<file path="src/mgmt_pkg.sv">
/*
 * Constants for the remote-side management-channel message framer:
 * frame address bytes, 16-bit message field layout, destination codes
 * and buffer sizing.
 * Assumes HDLC flag, stuffing and FCS are handled by a link layer
 * outside this block, which hands over whole frames as byte streams.
 */
// Behaviour
// - both ends use one identical management-channel message format.
// - traffic rides in HDLC frames; flags and FCS handled outside.
// - internal-message payload holds at least two octets.
// - remote unit acknowledges each correct command with a response.
// - the response is an exact copy of the command.
// - remote may send autonomous messages, never as a reply.
// - bidirectional commands are echoed to confirm reception.
// - downstream-only commands are not echoed, answered by another message.
// - upstream messages are replies to downstream ones or autonomous.
// - exactly one echo per bidirectional command; central unit paces the channel.
// - message content sits in the 13 msbs of the two octets.
// - bits 1-2 are the destination field.
// - bit 3 flags data (0) or opcode (1).
// - bit 4 is the byte-order parity flag.
// - bit 5 flags command/echo (1) or autonomous (0).
// - bits 6-13 are the 8-bit information field.
// - bits 14-16 are reserved.
// - commands and echoes use destination 00, autonomous ones 11.
// - data/opcode flag 0 means data byte, 1 means opcode.
// - parity is 1 for opcodes other than next-byte.
// - message flag is 1 for commands and echoes, 0 autonomous.
package mgmt_pkg;

   // ==================================================================
   // frame address bytes
   localparam logic [7:0] HDLC_ADDR_EXT  = 8'hff;
   localparam logic [7:0] HDLC_ADDR_INT  = 8'h11;

   // ==================================================================
   // message layout, bit 1 of the message is bit 15 here
   localparam int         ADDR_HI        = 15;
   localparam int         ADDR_LO        = 14;
   localparam int         OPC_BIT        = 13;
   localparam int         PAR_BIT        = 12;
   localparam int         MSGR_BIT       = 11;
   localparam int         INFO_HI        = 10;
   localparam int         INFO_LO        = 3;
   localparam logic [2:0] RSV_VALUE      = 3'h0;

   // ==================================================================
   // field codes
   localparam logic [1:0] DEST_REMOTE    = 2'h0;
   localparam logic [1:0] DEST_CENTRAL   = 2'h3;
   localparam logic [7:0] OPC_NEXT_BYTE  = 8'h10;

   // ==================================================================
   // buffering
   localparam int         TXQ_WIDTH      = 9;
   localparam int         TXQ_DEPTH      = 4;

   typedef enum logic [1:0] {TX_IDLE, TX_ADDR, TX_HI, TX_LO} tx_state_t;

endpackage : mgmt_pkg

</file>
<file path="src/remote_mgmt_entity.sv">
/*
 * Remote management entity of the management channel: parses internal
 * messages from received frames, echoes commands, and frames replies
 * and autonomous messages through a small transmit queue.
 * Assumes a link layer that delivers and accepts whole HDLC frames as
 * byte streams with a last marker, and a user that handles commands.
 */
`timescale 1ns/100ps

// ======================================================================
// generic synchronous fifo
module msg_fifo
#(
   parameter int WIDTH = 9,
   parameter int DEPTH = 4
)
(
   input  wire logic             core_clk,
   input  wire logic             reset,
   input  wire logic             in_valid,
   output      logic             in_ready,
   input  wire logic [WIDTH-1:0] in_data,
   output      logic             out_valid,
   input  wire logic             out_ready,
   output      logic [WIDTH-1:0] out_data
);
   localparam int AW = $clog2(DEPTH);

   logic [WIDTH-1:0] mem [DEPTH];
   logic [AW-1:0]    wr_ptr;
   logic [AW-1:0]    rd_ptr;
   logic [AW:0]      count;
   logic [AW-1:0]    next_wr_ptr;
   logic [AW-1:0]    next_rd_ptr;
   logic [AW:0]      next_count;
   logic             push;
   logic             pop;

   // honest flags; a full queue stalls the framer behind it
   assign in_ready  = (count != (AW+1)'(DEPTH));
   assign out_valid = (count != '0);
   assign out_data  = mem[rd_ptr];
   assign push      = in_valid & in_ready;
   assign pop       = out_valid & out_ready;

   // pointer and level update
   always_comb
   begin
      next_wr_ptr = wr_ptr;
      next_rd_ptr = rd_ptr;
      next_count  = count;
      if (push)
         next_wr_ptr = (wr_ptr == AW'(DEPTH - 1)) ? '0 : wr_ptr + 1'b1;
      if (pop)
         next_rd_ptr = (rd_ptr == AW'(DEPTH - 1)) ? '0 : rd_ptr + 1'b1;
      if (push & ~pop)
         next_count = count + 1'b1;
      else if (pop & ~push)
         next_count = count - 1'b1;
   end

   always_ff @(posedge core_clk)
   begin
      if (reset)
      begin
         wr_ptr <= '0;
         rd_ptr <= '0;
         count  <= '0;
      end
      else
      begin
         wr_ptr <= next_wr_ptr;
         rd_ptr <= next_rd_ptr;
         count  <= next_count;
      end
   end

   // storage needs no reset, reads are gated by out_valid
   always_ff @(posedge core_clk)
   begin
      if (push)
         mem[wr_ptr] <= in_data;
   end

endmodule : msg_fifo

// ======================================================================
// remote end of the channel
module remote_mgmt_entity
(
   input  wire logic       core_clk,
   input  wire logic       reset,
   // frames from the link layer
   input  wire logic       rx_valid,
   input  wire logic [7:0] rx_data,
   input  wire logic       rx_last,
   // frames to the link layer
   output      logic       tx_valid,
   input  wire logic       tx_ready,
   output      logic [7:0] tx_data,
   output      logic       tx_last,
   // commands handed to the user
   output      logic       cmd_valid,
   output      logic       cmd_is_opcode,
   output      logic       cmd_parity,
   output      logic [7:0] cmd_info,
   output      logic       rx_reject,
   // replies and autonomous messages from the user
   input  wire logic       send_valid,
   output      logic       send_ready,
   input  wire logic       send_auto,
   input  wire logic       send_is_opcode,
   input  wire logic       send_parity,
   input  wire logic [7:0] send_info
);
   import mgmt_pkg::*;

   // ===================================================================
   // receive parser
   logic [1:0]  rx_cnt;
   logic [7:0]  rx_addr;
   logic [7:0]  rx_hi;
   logic [7:0]  rx_lo;
   logic [1:0]  next_rx_cnt;
   logic [7:0]  next_rx_addr;
   logic [7:0]  next_rx_hi;
   logic [7:0]  next_rx_lo;
   logic [15:0] rx_msg;
   logic        frame_end;
   logic        int_frame;
   logic        cmd_ok;
   logic        echo_wanted;

   // the closing byte may itself be one of the first three
   always_comb
   begin
      next_rx_cnt  = rx_cnt;
      next_rx_addr = rx_addr;
      next_rx_hi   = rx_hi;
      next_rx_lo   = rx_lo;
      if (rx_valid)
      begin
         if (rx_cnt == 2'd0)
            next_rx_addr = rx_data;
         if (rx_cnt == 2'd1)
            next_rx_hi = rx_data;
         if (rx_cnt == 2'd2)
            next_rx_lo = rx_data;
         if (rx_last)
            next_rx_cnt = 2'd0;
         else if (rx_cnt != 2'd3)
            next_rx_cnt = rx_cnt + 2'd1;
      end
   end

   always_ff @(posedge core_clk)
   begin
      if (reset)
      begin
         rx_cnt  <= 2'd0;
         rx_addr <= 8'h00;
         rx_hi   <= 8'h00;
         rx_lo   <= 8'h00;
      end
      else
      begin
         rx_cnt  <= next_rx_cnt;
         rx_addr <= next_rx_addr;
         rx_hi   <= next_rx_hi;
         rx_lo   <= next_rx_lo;
      end
   end

   assign frame_end = rx_valid & rx_last;
   assign rx_msg    = {next_rx_hi, next_rx_lo};
   // external frames are not ours to parse and are dropped
   assign int_frame = frame_end
                    & (next_rx_addr == HDLC_ADDR_INT);
   // short internal payloads cannot hold a message
   assign cmd_ok    = int_frame & (rx_cnt >= 2'd2)
                    & (rx_msg[ADDR_HI:ADDR_LO] == DEST_REMOTE)
                    & rx_msg[MSGR_BIT];
   // next-byte is downstream only and gets a reply, not an echo
   assign echo_wanted = cmd_ok & ~(rx_msg[OPC_BIT]
                    & (rx_msg[INFO_HI:INFO_LO] == OPC_NEXT_BYTE));

   // ===================================================================
   // command outputs; reserved bits are simply not looked at
   logic       next_cmd_valid;
   logic       next_cmd_is_opcode;
   logic       next_cmd_parity;
   logic [7:0] next_cmd_info;
   logic       next_rx_reject;

   always_comb
   begin
      next_cmd_valid     = cmd_ok;
      next_rx_reject     = int_frame & ~cmd_ok;
      next_cmd_is_opcode = cmd_is_opcode;
      next_cmd_parity    = cmd_parity;
      next_cmd_info      = cmd_info;
      if (cmd_ok)
      begin
         next_cmd_is_opcode = rx_msg[OPC_BIT];
         next_cmd_parity    = rx_msg[PAR_BIT];
         next_cmd_info      = rx_msg[INFO_HI:INFO_LO];
      end
   end

   always_ff @(posedge core_clk)
   begin
      if (reset)
      begin
         cmd_valid     <= 1'b0;
         rx_reject     <= 1'b0;
         cmd_is_opcode <= 1'b0;
         cmd_parity    <= 1'b0;
         cmd_info      <= 8'h00;
      end
      else
      begin
         cmd_valid     <= next_cmd_valid;
         rx_reject     <= next_rx_reject;
         cmd_is_opcode <= next_cmd_is_opcode;
         cmd_parity    <= next_cmd_parity;
         cmd_info      <= next_cmd_info;
      end
   end

   // ===================================================================
   // echo holding slot and transmit framer
   tx_state_t   state;
   tx_state_t   next_state;
   logic        echo_pend;
   logic [15:0] echo_msg;
   logic [15:0] tx_msg;
   logic        next_echo_pend;
   logic [15:0] next_echo_msg;
   logic [15:0] next_tx_msg;
   logic        take_echo;
   logic        take_send;
   logic        q_valid;
   logic        q_ready;
   logic [8:0]  q_data;
   logic [8:0]  q_out;
   logic [15:0] send_msg;
   logic [1:0]  send_dest;

   // echoes go first so the central unit sees replies in command order
   assign send_ready = (state == TX_IDLE) & ~echo_pend;
   assign take_echo  = (state == TX_IDLE) & echo_pend;
   assign take_send  = send_ready & send_valid;

   // autonomous ones go to the central unit, replies keep our address
   assign send_dest = send_auto ? DEST_CENTRAL : DEST_REMOTE;
   assign send_msg  = {send_dest,
                       send_is_opcode,
                       send_is_opcode | send_parity,
                       ~send_auto,
                       send_info,
                       RSV_VALUE};

   always_comb
   begin
      // a new command wins over the slot being drained in the same cycle
      next_echo_pend = (echo_pend & ~take_echo) | echo_wanted;
      next_echo_msg  = echo_wanted ? rx_msg : echo_msg;
      next_tx_msg    = tx_msg;
      next_state     = state;
      case (state)
         TX_IDLE:
         begin
            if (take_echo)
            begin
               next_tx_msg = echo_msg;
               next_state  = TX_ADDR;
            end
            else if (take_send)
            begin
               next_tx_msg = send_msg;
               next_state  = TX_ADDR;
            end
         end
         TX_ADDR:
            if (q_ready)
               next_state = TX_HI;
         TX_HI:
            if (q_ready)
               next_state = TX_LO;
         TX_LO:
            if (q_ready)
               next_state = TX_IDLE;
         default:
            next_state = TX_IDLE;
      endcase
   end

   always_ff @(posedge core_clk)
   begin
      if (reset)
      begin
         state     <= TX_IDLE;
         echo_pend <= 1'b0;
         echo_msg  <= 16'h0000;
         tx_msg    <= 16'h0000;
      end
      else
      begin
         state     <= next_state;
         echo_pend <= next_echo_pend;
         echo_msg  <= next_echo_msg;
         tx_msg    <= next_tx_msg;
      end
   end

   // one internal frame: address byte then the two message octets
   always_comb
   begin
      q_valid = 1'b1;
      case (state)
         TX_ADDR: q_data = {1'b0, HDLC_ADDR_INT};
         TX_HI:   q_data = {1'b0, tx_msg[15:8]};
         TX_LO:   q_data = {1'b1, tx_msg[7:0]};
         default:
         begin
            q_valid = 1'b0;
            q_data  = 9'h000;
         end
      endcase
   end

   msg_fifo #(
      .WIDTH (TXQ_WIDTH),
      .DEPTH (TXQ_DEPTH)
   ) tx_queue (
      .core_clk  (core_clk),
      .reset     (reset),
      .in_valid  (q_valid),
      .in_ready  (q_ready),
      .in_data   (q_data),
      .out_valid (tx_valid),
      .out_ready (tx_ready),
      .out_data  (q_out)
   );

   assign tx_data = q_out[7:0];
   assign tx_last = q_out[8];

endmodule : remote_mgmt_entity

</file>
<file path="config.mk">
export PLATFORM = sky130hd
export DESIGN_NAME = remote_mgmt_entity
export DESIGN_NICKNAME = d
export VERILOG_FILES = /design/src/mgmt_pkg.sv /design/src/remote_mgmt_entity.sv
export SDC_FILE = /design/constraint.sdc
export NUM_CORES = 1
export LEC_CHECK = 0
export BUFFER_PORTS_ARGS = -buffer_cell sky130_fd_sc_hd__buf_4
export CAP_MARGIN = 20
export CORE_AREA = 3 3 93 95
export DETAILED_ROUTE_END_ITERATION = 16
export DIE_AREA = 0 0 96 98
export GPL_ROUTABILITY_DRIVEN = 1
export PLACE_DENSITY = 0.83
export REMOVE_ABC_BUFFERS = 1
export SLEW_MARGIN = 25
export SYNTH_ARGS = -nofsm -noshare
export SYNTH_HDL_FRONTEND = slang
export SYNTH_SLANG_ARGS = --single-unit
</file>
<file path="constraint.sdc">
create_clock -name core_clk -period 6.7 [get_ports core_clk]
set_clock_uncertainty 0.05 [all_clocks]
set_input_delay 1.34 -clock core_clk [delete_from_list [all_inputs] [get_ports core_clk]]
set_output_delay 1.34 -clock core_clk [all_outputs]
set_load 0.005 [all_outputs]
</file>
==> flow_summary.toml, run 1 <==
[clocking]
numCtsBuffers = 17
clkTransAtPathRegs_ns = 0.06
h-tree-depth = 4
cts_num_sinks = 118
cts_tree = "built"
post_cts_buffers = 0
root_buffer = "clkbuf_8"
cts_resized = 0
clock_path_buffers = 2
clk_latency_ns = 0.52
cts_hold_buf = 0

[logic_synthesis]
synth-seq-area-share_pct = 54.8
synth_seq_cells = 118
synth_cells = 463
netlist_top_cells_count = "82 x dfxtp_1, 56 x nor2_1, 36 x edfxtp_1, 35 x a21oi_1, 35 x nand2_1"
synth-edff-count = 36
synth_area_leader_cell = "dfxtp_1"
synthesis.area_um2 = 4970
synthFlopType = "dfxtp_1"
synth.most_common_cell = "dfxtp_1"
synth_area_leaders = "dfxtp_1 33%, edfxtp_1 22%, nor2_1 4.2%"
syn_avg_cell_area_um2 = 10.7
async_reset_ff_share_pct = 0
yosys_warnings = 0
synth_cell_types = 43
synth_top_area_share_pct = 33.0

[status]
status = "complete, no violations"

[worst_hold_path]
hold_end = "tx_msg[14]$_SDFFE_PP0P_"
min_path_type = "reg -> reg"
hold_path_startpoint = "echo_msg[14]$_SDFFE_PP0P_"
min_path_cells = 2

[detailed_routing]
drt-pass1-iter-count = 4
viasPerCell = 5.82
drc = 0
via_count = 3592
totalWireLength_mm = 10.8
ant_nets = 0
wire_per_inst_um = 17.4
drtIter0Drc = 214

[placement]
dpl-instance-area_um2 = 5320
dp_hpwl_mm = 7.25
port_buffers = 47
place.gp.congestion = 0.798

[worst_setup_path]
r2r-start = "state[1]$_SDFFE_PP0P_"
cp.arrival_ns = 1.97
cp_max_fo = 9
cp-start-kind = "flip-flop"
rr_endpoint = "tx_queue.count[2]$_SDFFE_PP0P_"
required_ns = 5.31
reg2reg_slack_ns = 3.90
worst_setup_path_end_kind = "output port"
path_class = "reg -> out"
r2r_cells = 9

[global_routing]
grtUsageTotal_pct = 24.6
grt.overflow.total = 0
grt_pass1_vias = 3699
grt_first_pass_wirelength_mm = 17.6
grt_max_degree = 81
antenna_found_initial = 0

[layout]
design_area_um2 = 5940
num_antenna_cells = 0
fill_cells = 487
fin_util_pct = 76.0
nNetsFinal = 543
synthToLayoutAreaGrowth_pct = 19.5
drive_gt1_share_pct = 20.8

[sta]
finalSetupTns_ns = 0
whs_ns = 0.403
period_share_pct = 50.1
setup_violations = 0
period_needed_ns = 3.36
finalMaxSlewViolations = 0
max_freq_mhz = 298
worst_pin_slew_ns = 0.814
rsz0062_at_grt = "no"
maxSlewHeadroom_pct = 45.6
hold_viol_final = 0

[pwr]
leakage_nw = 2.32
power_mw = 2.32
p_per_area_nw_per_um2 = 390
ir_drop_v = 0.000192

[floorplan]
die_area_um2 = 9410
fp.dieH_um = 98
start_util_pct = 63.6
core_um2 = 7810
num_io_pins = 48
die_x_um = 96
rows = 32

[flow_run]
cap_violations = 0
[power by group]
part | internal (mW) | switching (mW) | total (mW)
sequential | 0.855 | 0.0620 | 0.917
clock | 0.605 | 0.332 | 0.937
combinational | 0.209 | 0.253 | 0.462
total | 1.67 | 0.647 | 2.32
[stage by stage]
step	std cells	setup WS [ns]
after floorplan	436	3.79
after global placement	585	3.44
after detailed placement	585	3.35
after CTS	617	3.27
after global routing	617	3.21
final	617	3.34
[cell usage in the layout (no fill, tap or decap), types with 3 or more instances in the layout]
master	instances
dfxtp_1	82
edfxtp_1	36
mux2_2	14
or3_1	14
nor3b_1	5
bufinv_16	4
a211oi_1	13
clkinv_4	5
buf_4	47
ha_1	15
clkbuf_16	16
nor2_1	56
and2_1	6
a22oi_1	11
nor4b_1	3
a21oi_1	35
nand2_1	35
inv_1	11
mux2i_1	17
clkinvlp_4	3
mux4_2	9
nand3_1	9
nor2b_1	17
o21ai_0	23
nor3_1	5
[sequential cells by signal, indices dropped and copies added (netlist names), 2 cells and up, named ones only]
name / flops
cmd_info: 8
tx_queue.wr_ptr: 2
tx_queue.rd_ptr: 2
rx_lo: 8
rx_hi: 8
tx_msg: 16
echo_msg: 16
tx_queue.count: 3
rx_addr: 8
tx_queue.mem: 36
rx_cnt: 2
state: 2
[critical path, stage by stage (launching register included)]
cell,delay [ns]
dfxtp_1,0.70
mux4_2,0.60
buf_4,0.15
[cells by family after synthesis]
logic type | share of synthesized area [%]
compound gates | 10.5
fa+ha+maj | 4.18
mux | 11.0
simple gates | 15.7
buf+inv | 3.45
xor+xnor | 0.353
flops | 54.8
[metal layers]
metal	track usage, %	part of all wire (%)	vias up	routed length [um]
met1	28.3	40	1728	4350
li1	-	-	1730	-
met5	0	0	-	0
met2	42.2	53	107	5660
met4	9.19	2.3	0	250
met3	7.55	4.6	27	498
[final cells by class]
class / instances / area, um^2 / share of cell area (%)
inverter: 11 / 41.3 / 0.695
clock inverter: 15 / 205 / 3.46
clock buffer: 17 / 414 / 6.98
multi-input combinational: 307 / 2070 / 34.9
timing repair buffer: 47 / 353 / 5.94
tap: 102 / 128 / 2.15
sequential: 118 / 2720 / 45.9
[worst max path at each step]
stage / from / endpoint / slack [ns] / cells past startpoint
6_report: flip-flop / tx_last / 3.34 / 2
5_1_grt: flip-flop / tx_data[1] / 3.21 / 2
4_1_cts: flip-flop / tx_last / 3.27 / 2
3_5_place_dp: rx_valid / echo_msg[7]$_SDFFE_PP0P_ / 3.35 / 6
3_3_place_gp: rx_valid / echo_msg[5]$_SDFFE_PP0P_ / 3.44 / 6
2_1_floorplan: rx_data[2] / echo_msg[0]$_SDFFE_PP0P_ / 3.79 / 5
Note: power is estimated with default switching activity, not from simulation.
==> run 2, diff against run 1 <==
--- a/config.mk
+++ b/config.mk
@@ -7,11 +7,11 @@
 export LEC_CHECK = 0
 export BUFFER_PORTS_ARGS = -buffer_cell sky130_fd_sc_hd__buf_4
 export CAP_MARGIN = 20
-export CORE_AREA = 3 3 93 95
+export CORE_AREA = 3 3 96 98
 export DETAILED_ROUTE_END_ITERATION = 16
-export DIE_AREA = 0 0 96 98
+export DIE_AREA = 0 0 99 101
 export GPL_ROUTABILITY_DRIVEN = 1
-export PLACE_DENSITY = 0.83
+export PLACE_DENSITY = 0.78
 export REMOVE_ABC_BUFFERS = 1
 export SLEW_MARGIN = 25
 export SYNTH_ARGS = -nofsm -noshare
==> constraint.sdc (replaced) <==
create_clock -name core_clk -period 3.45 [get_ports core_clk]
set_clock_uncertainty 0.05 [all_clocks]
set_input_delay 0.69 -clock core_clk [delete_from_list [all_inputs] [get_ports core_clk]]
set_output_delay 0.69 -clock core_clk [all_outputs]
set_load 0.005 [all_outputs]
==> run 2 against run 1 <==
- critical endpoint is now tx_queue.count[2]$_SDFFE_PP0P_
- first-iteration DRC count grew 1.9%
- clock-buffer cell count is the same
- clock power grew 86%
- die area grew 6.3%
- power grew 90%
- combinational power grew 90%
- flip-flop and latch count is the same
- critical path depth grew 7
- highest routed layer unchanged
- cell area shrank 0.29%
- setup slack lost 2.7 ns
==> flow_summary.toml, run 2 (synthesized netlist as in run 1, its figures left out) <==
[status]
status = "complete, no violations"

[clocking]
cts_tree = "built"
cts_num_sinks = 118
numCtsBuffers = 17
post_cts_buffers = 0
clk_latency_ns = 0.51
clock_path_buffers = 2
cts_hold_buf = 0
root_buffer = "clkbuf_8"
h-tree-depth = 4
cts_resized = 0
clkTransAtPathRegs_ns = 0.06

[floorplan]
start_util_pct = 58.1
rows = 34
core_um2 = 8550
die_x_um = 99
die_area_um2 = 10000
fp.dieH_um = 101
num_io_pins = 48

[global_routing]
grt_max_degree = 81
grtUsageTotal_pct = 21.5
grt_pass1_vias = 3493
grt.overflow.total = 0
grt_first_pass_wirelength_mm = 16.8
antenna_found_initial = 0

[sta]
period_needed_ns = 2.82
finalSetupTns_ns = 0
worst_pin_slew_ns = 0.916
max_freq_mhz = 355
maxSlewHeadroom_pct = 38.8
hold_viol_final = 0
finalMaxSlewViolations = 0
fin_ws_ns = 0.631
rsz0062_at_grt = "no"
setup_violations = 0
period_share_pct = 81.7

[worst_setup_path]
cp-start-kind = "flip-flop"
r2r_cells = 9
rr_endpoint = "tx_queue.count[2]$_SDFFE_PP0P_"
r2r-start = "state[1]$_SDFFE_PP0P_"
path_class = "reg -> reg"
crit_start = "state[1]$_SDFFE_PP0P_"
cp.arrival_ns = 3.19
reg2reg_slack_ns = 0.63
cp_max_fo = 8
required_ns = 3.82
worst_setup_path_end_kind = "flip-flop"

[pwr]
p_per_area_nw_per_um2 = 742
leakage_nw = 2.31
ir_drop_v = 0.000508

[detailed_routing]
ant_nets = 0
drc = 0
via_count = 3541
wire_per_inst_um = 16.2
totalWireLength_mm = 10.1
drtIter0Drc = 218
drt-pass1-iter-count = 5
viasPerCell = 5.68

[placement]
place.gp.congestion = 0.769
port_buffers = 47
placed_cells = 591
dp_hpwl_mm = 6.78
dp_slack_ns = 0.701

[worst_hold_path]
min_path_type = "reg -> reg"
hold_path_startpoint = "rx_hi[3]$_SDFF_PP0_"
min_path_cells = 2
hold_end = "rx_hi[3]$_SDFF_PP0_"

[layout]
drive_gt1_share_pct = 20.6
largest-register = "tx_queue.mem"
fin_cells = 623
largest_reg_flops = 36
num_antenna_cells = 0
synthToLayoutAreaGrowth_pct = 19.2
final_common_cell = "dfxtp_1"
nNetsFinal = 543
top_regs = "tx_queue.mem x36, echo_msg x16, tx_msg x16"
mostFrequentLayoutCells = "82 x dfxtp_1, 56 x nor2_1, 47 x buf_4, 36 x edfxtp_1"

[flow_run]
cap_violations = 0
## run 2: cell types whose count changed in the layout (fill, tap and decap cells not counted), sizes merged
cell,change
bufinv,-1
clkinv,+1
clkinvlp,-1
inv,+1
## run 2: power by group
group / total [mW] / leakage (nW) / internal (mW) / switching [mW]
Sequential: 1.77 / 0.999 / 1.66 / 0.112
Clock: 1.74 / 0.286 / 1.10 / 0.637
Combinational: 0.879 / 1.03 / 0.404 / 0.475
## run 2: how the worst max path moves through the flow
| stage | end | slack [ns] |
|---|---|---|
| 2_1_floorplan | tx_queue.count[2]$_SDFFE_PP0P_ | 0.98 |
| 3_3_place_gp | echo_msg[5]$_SDFFE_PP0P_ | 0.81 |
| 3_5_place_dp | tx_queue.count[2]$_SDFFE_PP0P_ | 0.70 |
| 4_1_cts | tx_queue.count[2]$_SDFFE_PP0P_ | 0.63 |
| 5_1_grt | tx_queue.count[2]$_SDFFE_PP0P_ | 0.37 |
| 6_report | tx_queue.count[2]$_SDFFE_PP0P_ | 0.63 |
## run 2: per-stage QoR
stage | utilization, % | hold slack, ns | instance area, um^2 | total power, mW
after CTS | 69.2 | 0.392 | 5920 | 4.42
after detailed placement | 62.3 | 0.396 | 5330 | 2.68
after global placement | 62.3 | 0.392 | 5330 | 2.64
final | 69.2 | 0.404 | 5920 | 4.39
after global routing | 69.2 | 0.410 | 5920 | 4.60
after floorplan | - | 0.366 | 4840 | 2.34
## run 2: per-layer routing
metal	vias to the layer above	track usage, %	part of all wire (%)
met5	-	0	0
met4	0	6.83	1.1
met3	15	6.23	3.9
met2	64	36.7	51
met1	1730	26.4	44
li1	1732	-	-
## run 2: area by class of cell
type / count / area, um^2
repair buffers: 47 / 353
inverters: 11 / 41.3
flip-flops and latches: 118 / 2720
clock inverters: 15 / 180
fillers: 628 / 2630
clock buffers: 17 / 414
multi-input cells: 307 / 2070
well taps: 108 / 135
## run 2: critical path, stage by stage, from the launching register on
cell,delay (ns)
dfxtp_1,0.43
inv_1,0.12
ha_1,0.30
a21oi_1,0.45
ha_1,0.28
inv_1,0.06
fa_1,0.37
xor2_1,0.17
or3_1,0.30
a21oi_1,0.19
==> run 3, diff against run 2 <==
==> constraint.sdc (replaced) <==
create_clock -name core_clk -period 2.9 [get_ports core_clk]
set_clock_uncertainty 0.05 [all_clocks]
set_input_delay 0.58 -clock core_clk [delete_from_list [all_inputs] [get_ports core_clk]]
set_output_delay 0.58 -clock core_clk [all_outputs]
set_load 0.005 [all_outputs]
==> run 3 against run 2 <==
- final cell count rose by 0.48%
- sequential share of layout area about the same
- via count shrank 1.1%
- largest power group unchanged
- clock power is 13% higher
- power grew 18%
- flip-flop and latch count stayed put
- routed wire length increased by 2.1%
- sequential power up 19%
- critical path depth shrank 7
- first-iteration DRC count grew 2.3%
- register-to-register slack worse by 0.28 ns
==> flow_summary.toml, run 3 (synthesized netlist as in run 1, its figures left out) <==
[layout]
fill_cells = 613
multi_input_area_um2 = 2070
largest-register = "tx_queue.mem"
mostFrequentLayoutCells = "82 x dfxtp_1, 56 x nor2_1, 50 x buf_4, 36 x edfxtp_1"
top_regs = "tx_queue.mem x36, echo_msg x16, tx_msg x16"
num_antenna_cells = 0
largest_reg_flops = 36
register_area_um2 = 2720
nNetsFinal = 546
synthToLayoutAreaGrowth_pct = 19.1
final_common_cell = "dfxtp_1"
drive_gt1_share_pct = 21.2

[worst_setup_path]
cpPeakStageDelay_ns = 0.69
cp.arrival_ns = 1.94
path_class = "reg -> out"
critical_path.cell_chain = "mux4_2 > buf_4"
r2r_cells = 9
slowest_stage = "dfxtp_1"
cp_max_fo = 9
rr_endpoint = "tx_queue.count[2]$_SDFFE_PP0P_"
r2r-start = "state[1]$_SDFFE_PP0P_"
cp-start-kind = "flip-flop"
worst_setup_path_end_kind = "output port"
required_ns = 2.27
reg2reg_slack_ns = 0.35

[sta]
period_share_pct = 88.6
finalMaxSlewViolations = 0
finalSetupTns_ns = 0
maxSlewHeadroom_pct = 46.3
worst_pin_slew_ns = 0.805
rsz0062_at_grt = "no"
whs_ns = 0.307
setup_violations = 0
max_freq_mhz = 389
period_needed_ns = 2.57
hold_viol_final = 0

[global_routing]
grt_pass1_vias = 3590
grt-busiest-layer = "met2"
grt_first_pass_wirelength_mm = 17.4
grt_max_degree = 81
use_met2_pct = 37.7
grt.overflow.total = 0
antenna_found_initial = 0
gr-usage-met1_pct = 26.6
grtUsageTotal_pct = 22.1
use_met3_pct = 4.91

[floorplan]
num_io_pins = 48
fp.dieH_um = 101
die_area_um2 = 10000
die_x_um = 99
core_um2 = 8550
rows = 34
start_util_pct = 58.1

[pwr]
ir_drop_v = 0.000419
p_per_area_nw_per_um2 = 872
leakage_nw = 2.31

[detailed_routing]
via_count = 3502
drt-pass1-iter-count = 5
wire_per_inst_um = 16.4
ant_nets = 0
drtIter0Drc = 223
drc = 0
viasPerCell = 5.59
totalWireLength_mm = 10.3

[placement]
place.gp.congestion = 0.782
port_buffers = 47
dp_hpwl_mm = 6.85

[worst_hold_path]
min_path_cells = 3
hold_path_startpoint = "rx_data[1]"
min_path_type = "in -> reg"
hold_end = "rx_addr[1]$_SDFF_PP0_"

[clocking]
cts_num_sinks = 118
cts_tree = "built"
post_cts_buffers = 0
root_buffer = "clkbuf_8"
clk_latency_ns = 0.51
cts_resized = 0
clkTransAtPathRegs_ns = 0.06
cts_hold_buf = 0
h-tree-depth = 4
numCtsBuffers = 17
clock_path_buffers = 2

[status]
status = "complete, no violations"

[flow_run]
cap_violations = 0
==> run 3: worst max path at each step <==
| stage | start | endpoint | slack, ns | depth (start not counted) |
|---|---|---|---|---|
| after CTS | flip-flop | tx_data[2] | 0.26 | 2 |
| after detailed placement | rx_valid | echo_msg[0]$_SDFFE_PP0P_ | 0.33 | 6 |
| after global routing | flip-flop | tx_last | 0.16 | 2 |
| final | flip-flop | tx_last | 0.33 | 2 |
| after global placement | rx_valid | echo_msg[3]$_SDFFE_PP0P_ | 0.38 | 6 |
| after floorplan | state[1]$_SDFFE_PP0P_ | tx_queue.count[2]$_SDFFE_PP0P_ | 0.43 | 9 |
==> run 3: through the flow <==
stage | util [%] | area (um^2) | power, mW | instances | worst slack [ns]
global placement | 62.5 | 5350 | 3.16 | 594 | 0.379
floorplan | - | 4840 | 2.79 | 436 | 0.430
global route | 69.2 | 5920 | 5.43 | 626 | 0.156
detailed placement | 62.5 | 5350 | 3.23 | 594 | 0.331
CTS | 69.2 | 5920 | 5.21 | 626 | 0.259
finish | 69.2 | 5920 | 5.16 | 626 | 0.330
==> run 3: area by class of cell <==
cell class	instances	share of cell area (%)
sequential	118	46.0
clock inverter	15	2.64
inverter	11	0.698
clock buffer	17	7.00
tap	108	2.28
timing repair buffer	50	6.34
multi-input combinational	307	35.0
==> run 3: routing by layer <==
metal  routed length [um]  up-vias
met5                    0        -
li1                     -     1729
met1                 4420     1672
met2                 5260       89
met4                  182        0
met3                  438       12
==> run 3: power by group <==
part           switching, mW  internal [mW]
Combinational          0.571          0.504
Clock                  0.752           1.22
Sequential             0.138           1.97
Total                   1.46           3.70
==> run 3: critical path, delay by kind of cell (launching register included) <==
kind	cells	cell delay [ns]
mux	1	0.59
flops	1	0.69
buf+inv	1	0.15
